`src/rtl/rxeq_params.svh`:
```
// Offsets, field positions and reset values of the receive equalizer register bank
`ifndef RXEQ_PARAMS_SVH
`define RXEQ_PARAMS_SVH
`define RXEQ_OFS_STATUS 8'hD3
`define RXEQ_OFS_OVERRIDE 8'hD4
`define RXEQ_OFS_LIMITS 8'hD5
`define RXEQ_OFS_SKEW_CLK 8'hD6
`define RXEQ_OFS_SKEW_DAT 8'hD7
`define RXEQ_RST_OVERRIDE 8'h60
`define RXEQ_RST_LIMITS 8'hF2
`define RXEQ_RST_ZERO 8'h00
`define RXEQ_BYPASS_BIT 0
`define RXEQ_LOCKMODE_BIT 4
`define RXEQ_UPPER_HI 7
`define RXEQ_UPPER_LO 5
`define RXEQ_LOWER_HI 3
`define RXEQ_LOWER_LO 1
`define RXEQ_CEIL_HI 7
`define RXEQ_CEIL_LO 4
`define RXEQ_FLOOR_HI 3
`define RXEQ_FLOOR_LO 0
`define RXEQ_MAXED_BIT 7
`define RXEQ_SETTLED_BIT 6
`define RXEQ_FAULT_BIT 6
`define RXEQ_CODE_ZERO 6'h00
`define RXEQ_CODE_ONE 6'h01
`endif

```
`src/rtl/rxeq_pkg.sv`:
```
// Types shared by the receive equalizer register bank
`default_nettype none
package rxeq_pkg;
  typedef enum logic [2:0] {
    RXEQ_ST_START = 3'h1,
    RXEQ_ST_HUNT = 3'h2,
    RXEQ_ST_DONE = 3'h4
  } rxeq_state_t;
endpackage
`default_nettype wire

```
`src/rtl/rxeq_adapt.sv`:
```
// Adaptive equalizer search engine for one receive port
`timescale 1ns/1ns
`default_nettype none
`include "rxeq_params.svh"
module rxeq_adapt
  import rxeq_pkg::*;
(
  input wire logic core_clk,
  input wire logic rst_n,
  input wire logic restart,
  input wire logic step,
  input wire logic lock_det,
  input wire logic floor_start_enable,
  input wire logic [3:0] eq_start_floor,
  input wire logic [3:0] eq_ceiling,
  output logic [5:0] code_q,
  output logic done_q
);
  rxeq_state_t state_q;
  logic [5:0] ceil_ext;
  logic [5:0] start_code;

  assign ceil_ext = {2'h0, eq_ceiling};
  assign start_code = floor_start_enable ? {2'h0, eq_start_floor} : `RXEQ_CODE_ZERO;

  // ----------------------------------------
  // Search state
  // ----------------------------------------
  always_ff @(posedge core_clk) begin
    if (!rst_n) begin
      state_q <= RXEQ_ST_START;
    end else if (restart) begin
      state_q <= RXEQ_ST_START;
    end else begin
      case (state_q)
        RXEQ_ST_START: state_q <= RXEQ_ST_HUNT;
        RXEQ_ST_HUNT: if (lock_det) state_q <= RXEQ_ST_DONE;
        RXEQ_ST_DONE: if (!lock_det) state_q <= RXEQ_ST_HUNT;
        default: state_q <= RXEQ_ST_START;
      endcase
    end
  end

  // ----------------------------------------
  // Setting: start point, then climb to the ceiling
  // ----------------------------------------
  always_ff @(posedge core_clk) begin
    if (!rst_n) begin
      code_q <= `RXEQ_CODE_ZERO;
    end else if (restart || state_q == RXEQ_ST_START) begin
      code_q <= (start_code > ceil_ext) ? ceil_ext : start_code;
    end else if (state_q == RXEQ_ST_HUNT && step && !lock_det && code_q < ceil_ext) begin
      code_q <= code_q + `RXEQ_CODE_ONE;
    end else if (code_q > ceil_ext) begin
      // Ceiling lowered by software under a running search
      code_q <= ceil_ext;
    end
  end

  always_ff @(posedge core_clk) begin
    if (!rst_n) begin
      done_q <= 1'b0;
    end else begin
      done_q <= (state_q == RXEQ_ST_DONE) && lock_det && !restart;
    end
  end
endmodule // rxeq_adapt
`default_nettype wire

```
`src/rtl/rxeq_bank.sv`:
```
// Per-port equalizer and skew filter register bank with readback
`timescale 1ns/1ns
`default_nettype none
`include "rxeq_params.svh"
module rxeq_bank
  import rxeq_pkg::*;
#(
  parameter int NPORTS = 4,
  parameter int PW = 2
) (
  input wire logic core_clk,
  input wire logic rst_n,
  input wire logic [PW-1:0] rx_port_idx,
  input wire logic [7:0] reg_addr,
  input wire logic [7:0] reg_wdata,
  input wire logic reg_wr,
  input wire logic reg_rd,
  output logic [7:0] reg_rdata_q,
  input wire logic [NPORTS-1:0] lock_det_pin,
  input wire logic [NPORTS-1:0] eq_step,
  input wire logic [NPORTS-1:0] eq_restart,
  input wire logic [NPORTS-1:0] floor_start_enable,
  input wire logic [NPORTS-1:0] skew_limit_hit,
  input wire logic [NPORTS-1:0] skew_settled_now,
  input wire logic [NPORTS-1:0] skew_meas_bad,
  input wire logic [NPORTS*6-1:0] skew_clock_delay,
  input wire logic [NPORTS*6-1:0] skew_data_delay,
  output logic [NPORTS*6-1:0] eq_code_q,
  output logic [NPORTS-1:0] rx_lock_q
);
  logic [NPORTS-1:0] lock_meta_q;
  logic [NPORTS-1:0] lock_sync_q;
  logic [7:0] ovr_q [NPORTS];
  logic [7:0] lim_q [NPORTS];
  logic [5:0] acode [NPORTS];
  logic [NPORTS-1:0] adone;
  logic [NPORTS-1:0] maxed_q;
  logic [NPORTS-1:0] settled_q;
  logic [NPORTS-1:0] fault_q;
  logic [NPORTS-1:0] wr_hit;
  logic [NPORTS-1:0] rd_clk_hit;
  logic [NPORTS-1:0] rd_dat_hit;
  logic [7:0] rd_d;

  // ----------------------------------------
  // Lock detector crosses from the analog side
  // ----------------------------------------
  always_ff @(posedge core_clk) begin
    if (!rst_n) begin
      lock_meta_q <= '0;
      lock_sync_q <= '0;
    end else begin
      lock_meta_q <= lock_det_pin;
      lock_sync_q <= lock_meta_q;
    end
  end

  // ----------------------------------------
  // Per-port copies
  // ----------------------------------------
  for (genvar p = 0; p < NPORTS; p++) begin : g_port
    logic sel;
    logic bypass;
    logic [5:0] manual;
    assign sel = (rx_port_idx == PW'(p));
    assign wr_hit[p] = reg_wr && sel;
    assign rd_clk_hit[p] = reg_rd && sel && (reg_addr == `RXEQ_OFS_SKEW_CLK);
    assign rd_dat_hit[p] = reg_rd && sel && (reg_addr == `RXEQ_OFS_SKEW_DAT);
    assign bypass = ovr_q[p][`RXEQ_BYPASS_BIT];
    assign manual = {ovr_q[p][`RXEQ_UPPER_HI:`RXEQ_UPPER_LO],
                     ovr_q[p][`RXEQ_LOWER_HI:`RXEQ_LOWER_LO]};

    always_ff @(posedge core_clk) begin
      if (!rst_n) begin
        ovr_q[p] <= `RXEQ_RST_OVERRIDE;
      end else if (wr_hit[p] && reg_addr == `RXEQ_OFS_OVERRIDE) begin
        ovr_q[p] <= reg_wdata;
      end
    end

    always_ff @(posedge core_clk) begin
      if (!rst_n) begin
        lim_q[p] <= `RXEQ_RST_LIMITS;
      end else if (wr_hit[p] && reg_addr == `RXEQ_OFS_LIMITS) begin
        lim_q[p] <= reg_wdata;
      end
    end

    // Held in restart while bypassed so leaving bypass starts a fresh search
    rxeq_adapt u_adapt (
      .core_clk(core_clk),
      .rst_n(rst_n),
      .restart(eq_restart[p] || bypass),
      .step(eq_step[p]),
      .lock_det(lock_sync_q[p]),
      .floor_start_enable(floor_start_enable[p]),
      .eq_start_floor(lim_q[p][`RXEQ_FLOOR_HI:`RXEQ_FLOOR_LO]),
      .eq_ceiling(lim_q[p][`RXEQ_CEIL_HI:`RXEQ_CEIL_LO]),
      .code_q(acode[p]),
      .done_q(adone[p])
    );

    always_ff @(posedge core_clk) begin
      if (!rst_n) begin
        eq_code_q[p*6 +: 6] <= `RXEQ_CODE_ZERO;
        rx_lock_q[p] <= 1'b0;
      end else begin
        eq_code_q[p*6 +: 6] <= bypass ? manual : acode[p];
        rx_lock_q[p] <= lock_sync_q[p] && (!ovr_q[p][`RXEQ_LOCKMODE_BIT] || bypass
                        || adone[p]);
      end
    end

    // For maxed_q and fault_q set wins over the clearing read; settled_q is latched by a read while skew_settled_now holds
    always_ff @(posedge core_clk) begin
      if (!rst_n) begin
        maxed_q[p] <= 1'b0;
        fault_q[p] <= 1'b0;
        settled_q[p] <= 1'b0;
      end else begin
        maxed_q[p] <= skew_limit_hit[p] || (maxed_q[p] && !rd_clk_hit[p]);
        fault_q[p] <= skew_meas_bad[p] || (fault_q[p] && !rd_dat_hit[p]);
        settled_q[p] <= skew_settled_now[p] && (settled_q[p] || rd_clk_hit[p]);
      end
    end
  end

  // ----------------------------------------
  // Readback of the selected port
  // ----------------------------------------
  always_comb begin
    rd_d = `RXEQ_RST_ZERO;
    if (reg_addr == `RXEQ_OFS_STATUS) begin
      rd_d = {2'h0, eq_code_q[rx_port_idx*6 +: 6]};
    end else if (reg_addr == `RXEQ_OFS_OVERRIDE) begin
      rd_d = ovr_q[rx_port_idx];
    end else if (reg_addr == `RXEQ_OFS_LIMITS) begin
      rd_d = lim_q[rx_port_idx];
    end else if (reg_addr == `RXEQ_OFS_SKEW_CLK) begin
      rd_d = {maxed_q[rx_port_idx], settled_q[rx_port_idx],
              skew_clock_delay[rx_port_idx*6 +: 6]};
    end else if (reg_addr == `RXEQ_OFS_SKEW_DAT) begin
      rd_d = {1'b0, fault_q[rx_port_idx], skew_data_delay[rx_port_idx*6 +: 6]};
    end
  end

  // Data is captured before the same read clears the sticky flags
  always_ff @(posedge core_clk) begin
    if (!rst_n) begin
      reg_rdata_q <= `RXEQ_RST_ZERO;
    end else if (reg_rd) begin
      reg_rdata_q <= rd_d;
    end
  end
endmodule // rxeq_bank
`default_nettype wire

```
`config.mk`:
```
export PLATFORM = sky130hd
export DESIGN_NAME = rxeq_bank
export DESIGN_NICKNAME = d
export VERILOG_FILES = /design/src/rtl/rxeq_pkg.sv /design/src/rtl/rxeq_adapt.sv /design/src/rtl/rxeq_bank.sv
export VERILOG_INCLUDE_DIRS = /design/src /design/src/rtl
export SDC_FILE = /design/constraint.sdc
export NUM_CORES = 1
export LEC_CHECK = 0
export ABC_CLOCK_PERIOD_IN_PS = 2500
export BUFFER_PORTS_ARGS = -buffer_cell sky130_fd_sc_hd__buf_2
export CAP_MARGIN = 15
export CORE_MARGIN = 3
export CORE_UTILIZATION = 45
export DETAILED_ROUTE_END_ITERATION = 10
export PLACE_DENSITY_LB_ADDON = 0.3
export SYNTH_ARGS = -nofsm -noshare
export SYNTH_HDL_FRONTEND = slang
export SYNTH_SLANG_ARGS = --single-unit
```
`constraint.sdc`:
```
create_clock -name core_clk -period 2.5 [get_ports core_clk]
set_input_delay 0.5 -clock core_clk [delete_from_list [all_inputs] [get_ports core_clk]]
set_output_delay 0.5 -clock core_clk [all_outputs]
set_load 0.02 [all_outputs]
```
==> flow_metrics.env <==
export IMPL_status="completed"
export IMPL_syn_cell_area_um2=8550
export IMPL_fillers=1610
export IMPL_die_w_um=144
export IMPL_io_pins=134
export IMPL_place_gp_congestion=0.942
export IMPL_antenna_found_initial=0
export IMPL_grt_usage=0.239
export IMPL_cts_hold_buf=0
export IMPL_fin_setup_tns_ps=0
export IMPL_finalCriticalPeriod_ps=2320
export IMPL_syn2layout_area_growth_pct=19.8
export IMPL_setup_violations=0
export IMPL_worstPathRequired_ps=2790
export IMPL_worst_slew_pin_slew_ps=742
export IMPL_critical_path_cell_chain="inv_1 > ha_1 > a2111oi_4 > nand3_1 > mux2_4 > a221oi_1 > a21oi_1"
export IMPL_rsz0062_at_grt="false"
export IMPL_ys_warn_count=0
export IMPL_layout_common_cells="buf_2 (133), dfxtp_1 (96), edfxtp_1 (64)"
export IMPL_synth_cell_types=64
export IMPL_final_cells=1194
export IMPL_slowest_delay_ps=450
export IMPL_fin_ws_ps=178
export IMPL_slowest_stage="edfxtp_1"
export IMPL_drt_total_wl_um=24600
export IMPL_core_um2=18300
export IMPL_root_buffer="clkbuf_16"
export IMPL_start_util=0.467
export IMPL_crit_family="compound AO/OA/AOI/OAI gates"
export IMPL_multiInputGateArea_um2=4440
export IMPL_grt_pass1_vias=6486
export IMPL_cts_path_max_buffers=2
export IMPL_final_nets=1086
export IMPL_critPathArrivalTime_ps=2620
export IMPL_leakage_nw=4.28
export IMPL_dp_hpwl_um=18700
export IMPL_cts_setup_buffers=0
export IMPL_fin_hold_ws_ps=280
export IMPL_fin_area_um2=10200
export IMPL_dp_cells=1162
export IMPL_initialDrtViolationCount=758
export IMPL_drc=0
export IMPL_final_max_slew_viol_count=0
export IMPL_period_share=0.929
export IMPL_netlist_instances=797
export IMPL_criticalPathCategory="reg -> reg"
export IMPL_die_h_um=144
export IMPL_drive_above_1_share=0.264
export IMPL_yosys_most_used_dff="dfxtp_1"
export IMPL_hold_class="in -> reg"
export IMPL_dr_wl_met3_um=2050
export IMPL_post_place_ws_ps=190
export IMPL_yosysSeqAreaShare=0.449
export IMPL_cts_buffers=17
export IMPL_fmax_mhz=431
export IMPL_utilization=0.559
export IMPL_num_rows=49
export IMPL_cp_end_kind="register"
export IMPL_post_dp_cell_area_um2=9650
export IMPL_cp_max_fo=4
export IMPL_vias=6965
export IMPL_fin_worst_skew_ps=9.87
export IMPL_numPortBuffers=133
export IMPL_ys_ff_latch=160
export IMPL_regArea_um2=3840
export IMPL_grt_max_degree=40
export IMPL_wl_met2_um=11100
export IMPL_detail_route_first_pass_iterations=5
export IMPL_total_power_mw=6.43
export IMPL_cts_tree="done"
export IMPL_insertion_delay_ps=430
export IMPL_viasPerCell=5.83
export IMPL_routed_top_layer="met4"
export IMPL_cts_max_level=4
export IMPL_synth_avg_cell_area_um2=10.7
export IMPL_path_buf_inv=1
export IMPL_hold_violations=0
export IMPL_diodes=0
export IMPL_ir_drop_mv=0.423
export IMPL_routedWlPerCell_um=20.6
export IMPL_drv_cap=0
export IMPL_slew_limit_headroom=0.502
export IMPL_overflow=0
export IMPL_wl_met1_um=10900
export IMPL_synth_edff_count=64
export IMPL_final_common_cell="buf_2"
export IMPL_startpoint_type="register"
export IMPL_clkSinkCount=160
export IMPL_postRouteAntennaNets=0
export IMPL_ctsResizeCount=0
export IMPL_grt_pass1_wl_um=37200
export IMPL_cts_clk_slew_worst_paths_ps=70
export IMPL_async_flop_share=0
export IMPL_p_per_area_nw_per_um2=627
export IMPL_die_area_um2=20700
==> worst reg2reg max path: stages (launching register included) <==
cell and delay [ps]:
edfxtp_1 450, inv_1 150, ha_1 300, a2111oi_4 380, nand3_1 200, mux2_4 330, a221oi_1 280, a21oi_1 110
==> routing by layer <==
metal / GRT usage / vias up
li1: - / 3278
met1: 0.347 / 3329
met2: 0.357 / 325
met3: 0.0509 / 33
met4: 0.0758 / 0
met5: 0 / -
==> sequential cells by signal, indices dropped and copies added (netlist names) <==
name                    flops
eq_code_q                  24
fault_q                     4
g_port.u_adapt.code_q      24
g_port.u_adapt.done_q       4
g_port.u_adapt.state_q     12
lim_q                      32
lock_meta_q                 4
lock_sync_q                 4
maxed_q                     4
ovr_q                      32
reg_rdata_q                 8
rx_lock_q                   4
settled_q                   4
==> where the power goes <==
group / switching, mW / internal, mW
clock: 1.13 / 1.43
sequential: 0.131 / 2.84
combinational: 0.481 / 0.410
==> cell usage after synthesis, drive strengths merged (7+ instances only) <==
| master | instances | area, um^2 |
|---|---|---|
| clkbuf | 21 | 78.8 |
| edfxtp | 64 | 1920 |
| or3 | 35 | 219 |
| and2 | 60 | 375 |
| nor3 | 13 | 65.1 |
| mux2 | 9 | 105 |
| nand3 | 16 | 80.1 |
| o21ai | 51 | 259 |
| ha | 36 | 450 |
| a211oi | 7 | 52.6 |
| mux4 | 38 | 860 |
| nand2b | 11 | 68.8 |
| xor2 | 7 | 61.3 |
| dfxtp | 96 | 1920 |
| buf | 17 | 108 |
| nand2 | 46 | 173 |
| a21oi | 34 | 170 |
| nand4 | 7 | 43.8 |
| mux2i | 37 | 370 |
| nor2 | 53 | 199 |
| inv | 30 | 113 |
| nor2b | 14 | 95.1 |
| and3 | 8 | 50.1 |
| a31oi | 12 | 75.1 |
==> kinds of logic (layout without fill, tap and decap cells) <==
family	Yosys count	in the layout	synth area share
adders and majority gates	36	36	0.0527
xor gates and xnor gates	13	13	0.0133
buffers and inverters	68	233	0.0350
DFF	160	160	0.449
AOI/OAI and AO/OA	147	147	0.108
and+or+nand+nor	288	288	0.185
other	1	4	0.000438
muxes	84	84	0.156
==> worst paths after layout <==
path	end	slack [ps]	depth (start not counted)	from
worst min register to register	lock_sync_q[3]	430	1	lock_meta_q[3]
worst max register to register	g_port[1].u_adapt.code_q[0]	180	7	lim_q[1][7]
worst max-delay path	g_port[1].u_adapt.code_q[0]	180	7	lim_q[1][7]
worst min-delay path	lock_meta_q[3]	280	2	lock_det_pin[3]
==> cell type report <==
cell class	count	area share
timing repair buffer	171	0.0965
inverter	30	0.0110
clock inverter	12	0.00879
multi-input combinational	572	0.433
sequential	160	0.375
clock buffer	20	0.0477
tap	229	0.0280
Note: power is estimated with default switching activity, not from simulation.
